### config.mk
export PLATFORM = sky130hd
export DESIGN_NAME = umcs_top
export DESIGN_NICKNAME = d
export VERILOG_FILES = /design/src/core/umcs_pkg.sv /design/src/core/umcs_top.sv /design/src/core/umcs_sync.sv /design/src/core/umcs_delta.sv
export VERILOG_INCLUDE_DIRS = /design/src /design/src/core
export SDC_FILE = /design/constraint.sdc
export NUM_CORES = 1
export LEC_CHECK = 0
export BUFFER_PORTS_ARGS = -buffer_cell sky130_fd_sc_hd__buf_2
export CAP_MARGIN = 15
export CORE_UTILIZATION = 32
export CTS_CLUSTER_SIZE = 20
export DETAILED_ROUTE_END_ITERATION = 10
export GPL_TIMING_DRIVEN = 0
export SLEW_MARGIN = 15
export SYNTH_ARGS = -nofsm -noshare
export SYNTH_HDL_FRONTEND = slang
export SYNTH_SLANG_ARGS = --single-unit
export TNS_END_PERCENT = 50
### constraint.sdc
create_clock -name clk -period 2.5 [get_ports clk]
set_input_delay 0.375 -clock clk [delete_from_list [all_inputs] [get_ports clk]]
set_output_delay 0.375 -clock clk [all_outputs]
set_load 0.05 [all_outputs]
### src/core/umcs_map.svh
// umcs_map.svh: offsets, field positions, reset values for the modem control/status block
// assumes: included by umcs_top and the verification files, 32-bit apb byte addressing
`ifndef UMCS_MAP_SVH
`define UMCS_MAP_SVH

// ==========================================
// register byte offsets
`define UMCS_OFF_CTRL 12'h000
`define UMCS_OFF_STAT 12'h004
`define UMCS_OFF_CFG 12'h008
`define UMCS_OFF_IRQ_STAT 12'h00C
`define UMCS_OFF_IRQ_CLR 12'h010
`define UMCS_OFF_IRQ_EN 12'h014

// ==========================================
// modem control fields
`define UMCS_CTRL_DTR 0
`define UMCS_CTRL_RTS 1
`define UMCS_CTRL_RDY 2
`define UMCS_CTRL_IRQOP 3
`define UMCS_CTRL_LOOP 4
`define UMCS_CTRL_XANY 5
`define UMCS_CTRL_THR 6
`define UMCS_CTRL_PRE 7

// config fields
`define UMCS_CFG_EWE 0
`define UMCS_CFG_MIE 1
`define UMCS_CFG_ARTS 2

// ==========================================
// reset values
`define UMCS_CTRL_RST 8'h00
`define UMCS_CFG_RST 8'h00
`define UMCS_IRQ_EN_RST 8'h00

`endif

### src/core/umcs_pkg.sv
// umcs_pkg.sv: types shared by the modem control/status block
// assumes: nothing beyond the map header
package umcs_pkg;
	typedef logic [7:0] umcs_byte_t;
	typedef logic [3:0] umcs_nib_t;
endpackage

### src/core/umcs_top.sv
// umcs_top.sv: modem control and status for one serial channel, apb slave
// assumes: apb master on clk, modem pins asynchronous, serial engines outside
// Operation
// - control bit 7 selects divide-by-four prescaler
// - control bit 6 opens threshold register access
// - control bit 5 enables resume on any character
// - bits 7..5 writable only with write enable
// - bit 4 loops control to status; transmit reaches rx_loop_data in every mode
// - loopback maps bits 3,2,0,1 to 7..4
// - bit 3 drives interrupts, general output low outside loopback
// - bit 2 enables ready summary register
// - bit 1 drives rts outside loopback unless auto rts
// - bit 0 drives dtr outside loopback
// - status 7..4 are inverted modem pins
// - carrier change sets status bit 3
// - ring rising edge sets status bit 2
// - dsr change sets status bit 1
// - cts change sets status bit 0
// - pins active low, register bits active high
// - change bits interrupt only when enabled
`timescale 1ns/1ps
`include "umcs_map.svh"
module umcs_top
	import umcs_pkg::*;
(
	input wire logic clk,
	input wire logic rstn,
	input wire logic psel,
	input wire logic penable,
	input wire logic pwrite,
	input wire logic [11:0] paddr,
	input wire logic [31:0] pwdata,
	input wire logic [3:0] pstrb,
	output logic [31:0] prdata,
	output logic pready,
	output logic pslverr,
	input wire logic cd_n,
	input wire logic ri_n,
	input wire logic dsr_n,
	input wire logic cts_n,
	input wire logic tx_serial,
	input wire logic auto_rts_level_n,
	input wire logic chan_irq_a,
	input wire logic chan_irq_b,
	output logic rts_n,
	output logic dtr_n,
	output logic general_output_pin,
	output logic interrupt_out_a,
	output logic interrupt_out_a_oe,
	output logic interrupt_out_b,
	output logic interrupt_out_b_oe,
	output logic rx_loop_data,
	output logic loop_active,
	output logic prescale_div4,
	output logic threshold_access,
	output logic xon_any_en,
	output logic ready_summary_en,
	output logic modem_irq,
	output logic irq
);
	// ==========================================
	// state
	typedef struct packed
	{
		umcs_byte_t ctrl;
		umcs_byte_t cfg;
		umcs_nib_t irq_stat;
		umcs_nib_t irq_en;
		logic [31:0] rdata;
		logic ready;
		logic err;
		logic rts_n;
		logic dtr_n;
		logic gop;
		logic ia;
		logic ia_oe;
		logic ib;
		logic ib_oe;
		logic rxl;
		logic loop;
		logic pre;
		logic thr;
		logic xany;
		logic rdy;
		logic mirq;
		logic irq;
	} umcs_state_t;

	umcs_state_t st_reg;
	umcs_state_t st_next;

	logic [3:0] pins_sync;
	logic [3:0] pins_hi;
	logic [3:0] cur;
	logic [3:0] delta;
	logic [3:0] evt;
	logic stat_rd;
	logic acc;
	logic wr;
	umcs_byte_t wb;
	umcs_byte_t stat_val;

	// ==========================================
	// pins: order cd, ri, dsr, cts; idle high means inactive
	umcs_sync #(.WIDTH(4), .INIT(4'hF)) u_sync
	(
		.clk(clk),
		.rstn(rstn),
		.din({cd_n, ri_n, dsr_n, cts_n}),
		.dout(pins_sync)
	);

	assign pins_hi = ~pins_sync;

	// loopback source: cd<-bit3, ri<-bit2, dsr<-bit0, cts<-bit1
	always_comb
	begin
		if (st_reg.ctrl[`UMCS_CTRL_LOOP])
			cur = {st_reg.ctrl[3], st_reg.ctrl[2], st_reg.ctrl[0], st_reg.ctrl[1]};
		else
			cur = pins_hi;
	end

	assign acc = psel & penable & st_reg.ready;
	assign wr = acc & pwrite & pstrb[0];
	assign wb = pwdata[7:0];
	assign stat_rd = psel & penable & ~pwrite & ~st_reg.ready & (paddr == `UMCS_OFF_STAT);

	umcs_delta u_delta
	(
		.clk(clk),
		.rstn(rstn),
		.cur(cur),
		.rd_clr(stat_rd),
		.delta(delta),
		.evt(evt)
	);

	assign stat_val = {cur, delta};

	// ==========================================
	// next state
	always_comb
	begin
		st_next = st_reg;
		// one wait state: ready rises the cycle after penable
		st_next.ready = psel & penable & ~st_reg.ready;
		st_next.err = 1'b0;
		if (psel & penable & ~st_reg.ready)
		begin
			st_next.rdata = 32'h0000_0000;
			case (paddr)
				`UMCS_OFF_CTRL: st_next.rdata[7:0] = st_reg.ctrl;
				`UMCS_OFF_STAT: st_next.rdata[7:0] = stat_val;
				`UMCS_OFF_CFG: st_next.rdata[7:0] = st_reg.cfg;
				`UMCS_OFF_IRQ_STAT: st_next.rdata[3:0] = st_reg.irq_stat;
				`UMCS_OFF_IRQ_CLR: st_next.rdata = 32'h0000_0000;
				`UMCS_OFF_IRQ_EN: st_next.rdata[3:0] = st_reg.irq_en;
				default: st_next.err = 1'b1;
			endcase
		end
		if (wr)
		begin
			case (paddr)
				`UMCS_OFF_CTRL:
				begin
					st_next.ctrl[4:0] = wb[4:0];
					if (st_reg.cfg[`UMCS_CFG_EWE])
						st_next.ctrl[7:5] = wb[7:5];
				end
				`UMCS_OFF_CFG: st_next.cfg = {5'h00, wb[2:0]};
				`UMCS_OFF_IRQ_CLR: st_next.irq_stat = st_reg.irq_stat & ~wb[3:0];
				`UMCS_OFF_IRQ_EN: st_next.irq_en = wb[3:0];
				default: st_next.ctrl = st_next.ctrl;
			endcase
		end
		// sticky events win over clear
		st_next.irq_stat = st_next.irq_stat | evt;
		st_next.rdata = acc ? 32'h0000_0000 : st_next.rdata;
		st_next.rdata = st_next.ready ? st_next.rdata : 32'h0000_0000;

		// outputs from the control byte; rx loop data from tx_serial
		st_next.pre = st_next.ctrl[`UMCS_CTRL_PRE];
		st_next.thr = st_next.ctrl[`UMCS_CTRL_THR];
		st_next.xany = st_next.ctrl[`UMCS_CTRL_XANY];
		st_next.loop = st_next.ctrl[`UMCS_CTRL_LOOP];
		st_next.rdy = st_next.ctrl[`UMCS_CTRL_RDY];
		st_next.rxl = tx_serial;
		// loopback keeps rts, dtr and general output inactive; interrupt outputs still follow bit 3
		if (st_next.ctrl[`UMCS_CTRL_LOOP])
		begin
			st_next.rts_n = 1'b1;
			st_next.dtr_n = 1'b1;
			st_next.gop = 1'b1;
		end
		else
		begin
			if (st_next.cfg[`UMCS_CFG_ARTS])
				st_next.rts_n = auto_rts_level_n;
			else
				st_next.rts_n = ~st_next.ctrl[`UMCS_CTRL_RTS];
			st_next.dtr_n = ~st_next.ctrl[`UMCS_CTRL_DTR];
			st_next.gop = ~st_next.ctrl[`UMCS_CTRL_IRQOP];
		end
		st_next.ia_oe = st_next.ctrl[`UMCS_CTRL_IRQOP];
		st_next.ib_oe = st_next.ctrl[`UMCS_CTRL_IRQOP];
		st_next.ia = st_next.ctrl[`UMCS_CTRL_IRQOP] & chan_irq_a;
		st_next.ib = st_next.ctrl[`UMCS_CTRL_IRQOP] & chan_irq_b;
		// modem interrupt follows the flags, cleared by the status read
		st_next.mirq = st_next.cfg[`UMCS_CFG_MIE] & ((stat_rd ? 4'h0 : delta) != 4'h0 | evt != 4'h0);
		st_next.irq = (st_next.irq_stat & st_next.irq_en) != 4'h0;
	end

	// ==========================================
	// registers
	always_ff @(posedge clk)
	begin
		if (!rstn)
		begin
			st_reg <= '0;
			st_reg.ctrl <= `UMCS_CTRL_RST;
			st_reg.cfg <= `UMCS_CFG_RST;
			st_reg.irq_en <= 4'h0;
			st_reg.rts_n <= 1'b1;
			st_reg.dtr_n <= 1'b1;
			st_reg.gop <= 1'b1;
		end
		else
			st_reg <= st_next;
	end

	assign prdata = st_reg.rdata;
	assign pready = st_reg.ready;
	assign pslverr = st_reg.err;
	assign rts_n = st_reg.rts_n;
	assign dtr_n = st_reg.dtr_n;
	assign general_output_pin = st_reg.gop;
	assign interrupt_out_a = st_reg.ia;
	assign interrupt_out_a_oe = st_reg.ia_oe;
	assign interrupt_out_b = st_reg.ib;
	assign interrupt_out_b_oe = st_reg.ib_oe;
	assign rx_loop_data = st_reg.rxl;
	assign loop_active = st_reg.loop;
	assign prescale_div4 = st_reg.pre;
	assign threshold_access = st_reg.thr;
	assign xon_any_en = st_reg.xany;
	assign ready_summary_en = st_reg.rdy;
	assign modem_irq = st_reg.mirq;
	assign irq = st_reg.irq;
endmodule

### src/core/umcs_sync.sv
// umcs_sync.sv: three-stage synchroniser per bit, output changes when stages two and three agree
// assumes: inputs asynchronous to clk
`timescale 1ns/1ps
module umcs_sync
	import umcs_pkg::*;
#(
	parameter int WIDTH = 4,
	parameter logic [3:0] INIT = 4'hF
)
(
	input wire logic clk,
	input wire logic rstn,
	input wire logic [WIDTH-1:0] din,
	output logic [WIDTH-1:0] dout
);
	typedef struct packed
	{
		logic [WIDTH-1:0] s1;
		logic [WIDTH-1:0] s2;
		logic [WIDTH-1:0] s3;
		logic [WIDTH-1:0] q;
	} umcs_sync_state_t;

	umcs_sync_state_t st_reg;
	umcs_sync_state_t st_next;

	initial
	begin
		if (WIDTH < 1 || WIDTH > 4)
			$error("umcs_sync width out of range");
	end

	always_comb
	begin
		st_next = st_reg;
		st_next.s1 = din;
		st_next.s2 = st_reg.s1;
		st_next.s3 = st_reg.s2;
		// glitch filter: stage one is read only by stage two
		for (int i = 0; i < WIDTH; i++)
		begin
			if (st_reg.s2[i] == st_reg.s3[i])
				st_next.q[i] = st_reg.s3[i];
		end
	end

	always_ff @(posedge clk)
	begin
		if (!rstn)
		begin
			st_reg.s1 <= INIT[WIDTH-1:0];
			st_reg.s2 <= INIT[WIDTH-1:0];
			st_reg.s3 <= INIT[WIDTH-1:0];
			st_reg.q <= INIT[WIDTH-1:0];
		end
		else
			st_reg <= st_next;
	end

	assign dout = st_reg.q;
endmodule

### src/core/umcs_delta.sv
// umcs_delta.sv: change-indication flags with clear-on-read, set beating clear
// assumes: cur is already synchronous and active-high
`timescale 1ns/1ps
module umcs_delta
	import umcs_pkg::*;
(
	input wire logic clk,
	input wire logic rstn,
	input wire logic [3:0] cur,
	input wire logic rd_clr,
	output logic [3:0] delta,
	output logic [3:0] evt
);
	typedef struct packed
	{
		logic [3:0] prev;
		logic [3:0] flag;
		logic prim;
	} umcs_delta_state_t;

	umcs_delta_state_t st_reg;
	umcs_delta_state_t st_next;
	logic [3:0] chg;

	always_comb
	begin
		st_next = st_reg;
		st_next.prev = cur;
		st_next.prim = 1'b1;
		chg = 4'h0;
		// bit order: 3=cd 2=ri 1=dsr 0=cts
		for (int i = 0; i < 4; i++)
		begin
			if (i == 2)
				chg[i] = st_reg.prim & ~cur[i] & st_reg.prev[i];
			else
				chg[i] = st_reg.prim & (cur[i] ^ st_reg.prev[i]);
			if (rd_clr)
				st_next.flag[i] = 1'b0;
			if (chg[i])
				st_next.flag[i] = 1'b1;
		end
	end

	always_ff @(posedge clk)
	begin
		if (!rstn)
		begin
			st_reg.prev <= 4'h0;
			st_reg.flag <= 4'h0;
			st_reg.prim <= 1'b0;
		end
		else
			st_reg <= st_next;
	end

	assign delta = st_reg.flag;
	assign evt = chg;
endmodule

# == Word level (Yosys, flattened, before mapping) ==
# Index checks and enable logic that the tools add are counted.
# word_totals
ff_bits,92
latchBits,0
ramBits,0
mem_bits_ro,0
input_bits,61
mem_count,0
# op_classes
addsub,0
mul,0
div_mod_pow,0
order_cmp,0
n_eq_ne,9
shift,0
mux,18
n_bitwise,33
n_reduce_logical,13
# ops
operator,n
"12-bit by 4-bit equality test with 1-bit output, second input constant",2
"12-bit by 5-bit equality test with 1-bit output, second input constant",2
24-bit 2-to-1 mux,1
4-bit one-hot mux with 5 select lines,1
1-bit bitwise AND,16
4-bit 2-to-1 mux,4
"12-bit by 3-bit equality test with 1-bit output, second input constant",1
12-bit logical NOT,1
4-bit nonzero test,3
4-bit bitwise AND,2
1-bit 2-to-1 mux,8
8-bit 2-to-1 mux,1
1-bit NOT,8
4-bit NOT,2
4-bit one-hot mux with 2 select lines,1
2-bit nonzero test,4
3-bit 2-to-1 mux,2
6-bit OR reduction,1
1-bit equality test,4
4-bit bitwise OR,1
2-bit AND reduction,2
3-bit OR reduction,1
1-bit XOR,3
2-bit OR reduction,1
1-bit bitwise OR,1

# == Logic depth before layout (Yosys ltp) ==
# logic_depth
depth_word,8
depth_mapped,7
mapped_depth_nobuf,5

# == By module ==
# From an unflattened synthesis, not the netlist that was laid out.
# unflattened
hier_cells,279
hier_area_um2,2696.3
# modules_own_cells
mod,n_inst,cells_each,area_each_um2,seq_area_each_um2
umcs_top,1,201,1828.0,740.7
umcs_sync,1,45,495.5,320.3
umcs_delta,1,33,372.9,180.2

# == Least setup slack after synthesis ==
# OpenSTA, ideal clock, no wires.
# synth_timing
path_type,input -> register
startpoint,input port paddr[0]
endpoint,"register st_reg, in the netlist irq"
setup_time_ns,0.125
arrival_ns,2.207
required_time_ns,2.375
setup_slack_ns,0.168
path_stages,6
path_buffers,1
cell_sequence,or4_1 > buf_2 > or4_4 > o21ai_0 > a22oi_1 > o41a_1
# synth_between
elab_chain_len,6
elab_cells_between_ends,8
classes_between,2 x eq/ne; 3 x mux; 2 x bitwise; 1 x reduce/logical
# synth_rtl
item,line,rtl
"start, declared",umcs_top.sv:31,"input wire logic [11:0] paddr,"
12-bit by 5-bit equality test with 1-bit output,umcs_top.sv:164,case (paddr)
4-bit 2-to-1 mux,umcs_top.sv:164,
24-bit 2-to-1 mux (*),umcs_top.sv:162,if (wr)
4-bit bitwise OR,umcs_top.sv:178,st_next.irq_stat = st_next.irq_stat | evt;
4-bit bitwise AND (*),umcs_top.sv:211,st_next.irq = (st_next.irq_stat & st_next.irq_en) != 4'h0;
4-bit nonzero test (*),umcs_top.sv:211,
"end signal, assigned",umcs_top.sv:229,st_reg <= st_next;
"end, declared",umcs_top.sv:89,umcs_state_t st_reg;
# Mark *: on every way between the ends. The rest lies on a longest branch, timed or not.
# A chain may end at the register's enable or synchronous reset.

# == Worst setup path after layout ==
# layout_timing
startpoint,input port paddr[0]
endpoint,register rts_n (netlist name)
# layout_between
elab_chain_len,5
elab_cells_between_ends,8
classes_between,1 x eq/ne; 4 x mux; 1 x bitwise; 2 x reduce/logical
# layout_rtl
item,line,rtl
12-bit logical NOT,umcs_top.sv:164,
8-bit 2-to-1 mux,umcs_top.sv:164,
24-bit 2-to-1 mux (*),umcs_top.sv:162,
1-bit NOT,umcs_top.sv:201,st_next.rts_n = ~st_next.ctrl[`UMCS_CTRL_RTS];
1-bit 2-to-1 mux,umcs_top.sv:198,if (st_next.cfg[`UMCS_CFG_ARTS])
# Marked as above.

==> impl_metrics.py <==
metrics = {
    "clock_network": {
        "clkTransAtPathRegs_ns": 0.07,
        "root_buffer": "clkbuf_8",
        "cts_sinks": 62,
        "cts_buffers": 9,
        "cts_max_level": 3,
        "hold_buffers": 0,
        "cts_resized": 0,
        "clk_latency_ns": 0.33,
        "post_cts_buffers": 0,
        "cts_tree": "built",
        "clock_path_buffers": 2,
    },
    "run": {
        "drv_cap": 0,
    },
    "final_layout": {
        "syn_to_final_growth_pct": 25.4,
        "fin_cells": 487,
        "diodes": 0,
        "nets": 441,
        "largest_register_ffs": 19,
        "fin_area_mm2": 0.00332,
        "drive_gt1_frac": 0.319,
    },
    "pwr": {
        "total_power_mw": 1.98,
        "ir_worst_vdd_mv": 0.293,
        "p_leak_nw": 1.47,
        "power.density_mw_per_mm2": 597,
    },
    "critical_path": {
        "critPathSlowestCell": "nor4_2",
        "r2r_setup_slack_ns": 0.29,
        "cp.buffers_inverters": 2,
        "cp.required_ns": 2.69,
        "r2r_end": "rts_n",
        "critPathTopFamily": "simple AND/OR/NAND/NOR gates",
        "timing.rr.start": "pready",
        "crit_arrival_ns": 2.61,
        "slowest_delay_ns": 0.60,
        "cp-start-kind": "primary input",
        "crit_chain": "buf_2 > or4_1 > buf_2 > nor4_2 > a21boi_0 > a211oi_1 > o211ai_1",
        "reg2reg_depth": 5,
        "cp.depth": 7,
        "startpoint": "paddr[0]",
        "crit_top_cell": "buf_2",
        "crit_path_end_kind": "flop",
        "criticalPathCategory": "in -> reg",
        "crit_path_end": "rts_n",
        "critPathMaxFanout": 6,
    },
    "min_path": {
        "hold_class": "in -> reg",
    },
    "detailed_routing": {
        "drt-wirelength-per-cell_um": 13.4,
        "viasPerCell": 4.62,
        "drt_iter0_drc": 112,
        "drt_pass1_iterations": 5,
        "drc_errors": 0,
        "wl_um": 6510,
        "dr_total_vias": 2248,
        "ant_nets": 0,
    },
    "sta": {
        "layout_worst_path_cycle_share": 0.968,
        "hold_viol_final": 0,
        "whs_ns": 0.214,
        "setup_slack_ns": 0.0798,
        "final-setup-viol-count": 0,
        "tightest_slew_ns": 0.894,
        "drv_slew": 0,
        "skew_ns": 0.00662,
        "min_period_ns": 2.42,
        "rsz0062_at_grt": "false",
        "fmax_ghz": 0.413,
        "relSlewSlack": 0.399,
    },
    "yosys": {
        "synth_edf_count": 0,
        "yosys_warnings": 0,
        "synth.avg_cell_area_um2": 9.16,
        "ys_seq_elements": 62,
        "post_synth_inst_count": 289,
        "syn-cell-area_mm2": 0.00265,
        "synth_area_leaders": "dfxtp_1 (47%), buf_4 (9.4%), a21oi_1 (5.1%)",
        "synth.top_cell.area_share": 0.469,
        "async_reset_ff_frac": 0,
        "netlist-cell-type-count": 42,
        "ys_seq_area_frac": 0.469,
        "yosys.area.top_type": "dfxtp_1",
        "synth_top_flop_cell": "dfxtp_1",
    },
    "outcome": {
        "run_status": "completed",
    },
    "global_routing": {
        "track_usage": 0.156,
        "grtUsageMet2": 0.237,
        "grt_pass1_vias": 2033,
        "top_usage_layer": "met2",
        "grt_pass1_wl_um": 10200,
        "grtUsageMet1": 0.210,
        "met3_usage": 0.0328,
        "overflow": 0,
        "antenna_found_initial": 0,
        "grt_max_degree": 13,
    },
    "die": {
        "die_w_um": 92.9,
        "start_util": 0.337,
        "chipHeight_um": 92.9,
        "io_pins": 110,
        "dieArea_mm2": 0.00864,
        "core_mm2": 0.00785,
        "core.rowCount": 32,
    },
    "place": {
        "placed_cells": 471,
        "place_ws_ns": -0.161,
        "routabilityCongestion": 0.841,
        "portBuffers": 57,
        "dp_hpwl_um": 4910,
        "place_area_mm2": 0.00315,
    },
}
-- layout by cell type (no fill, tap or decap), types with 8 or more instances in the layout --
master,instances
dfxtp_1,62
buf_2,59
buf_4,33
a21oi_1,27
nor2_1,25
conb_1,24
nand2_1,20
nand2b_1,16
nand3_1,10
o21ai_0,9
clkbuf_8,9
clkbuf_1,8
mux2i_1,8
-- cell families after synthesis --
kind of cell,after synthesis,share of synthesized area
mux,15,0.0601
flops,62,0.469
other cells,1,0.00142
buf+inv,49,0.120
compound gates,62,0.150
simple gates,100,0.199
-- worst reg2reg max path, stage by stage (launching register included) --
cell and delay [ns]:
dfxtp_1 0.37, nand3_1 0.16, nor3_1 0.67, nand3_1 0.33, mux2i_1 0.37, o211ai_1 0.16
-- where the power goes --
part / leakage, nW / switching, mW / internal (mW)
clock: 0.0898 / 0.416 / 0.362
sequential: 0.503 / 0.00550 / 0.998
combinational: 0.874 / 0.138 / 0.0617
total: 1.47 / 0.559 / 1.42
-- layer usage --
layer,vias to the layer above,part of all wire
met1,992,0.49
met5,-,0
met2,97,0.42
met3,13,0.071
met4,0,0.019
li1,1146,-
-- area by class of cell --
cell class	instances	area, um2
fillers	824	4530
flip-flops and latches	62	1240
multi-input cells	201	1170
plain buffers	44	299
repair buffers	57	285
well taps	102	128
clock buffers	9	124
clock inverters	7	48.8
inverters	5	18.8
-- synthesized netlist by cell type, types with 5 or more instances --
master    instances
dfxtp_1          62
mux2_2            7
mux2i_1           8
nand4_1           5
buf_4            33
o21ai_0           9
nand2b_1         16
a21oi_1          27
nand3_1          10
clkbuf_1          8
nor2_1           25
nand2_1          20
-- metrics by stage --
step,setup TNS [ns],util
6_report,0,0.423
5_1_grt,0,0.423
3_3_place_gp,-0.851,0.401
4_1_cts,0,0.423
2_1_floorplan,0,-
3_5_place_dp,-0.880,0.401
-- worst min-delay path by stage --
| stage | from | end | slack (ns) | cells past startpoint |
|---|---|---|---|---|
| 6_report | ri_n | u_sync.st_next[10] | 0.21 | 2 |
| 5_1_grt | cts_n | u_sync.st_next[8] | 0.20 | 2 |
| 4_1_cts | ri_n | u_sync.st_next[10] | 0.20 | 2 |
| 3_5_place_dp | u_sync.st_next[11] | u_sync.st_next[7] | 0.39 | 1 |
| 3_3_place_gp | u_sync.st_next[11] | u_sync.st_next[7] | 0.39 | 1 |
| 2_1_floorplan | u_sync.st_next[8] | u_sync.st_next[4] | 0.39 | 1 |
Power figures use the tool's default switching activity.
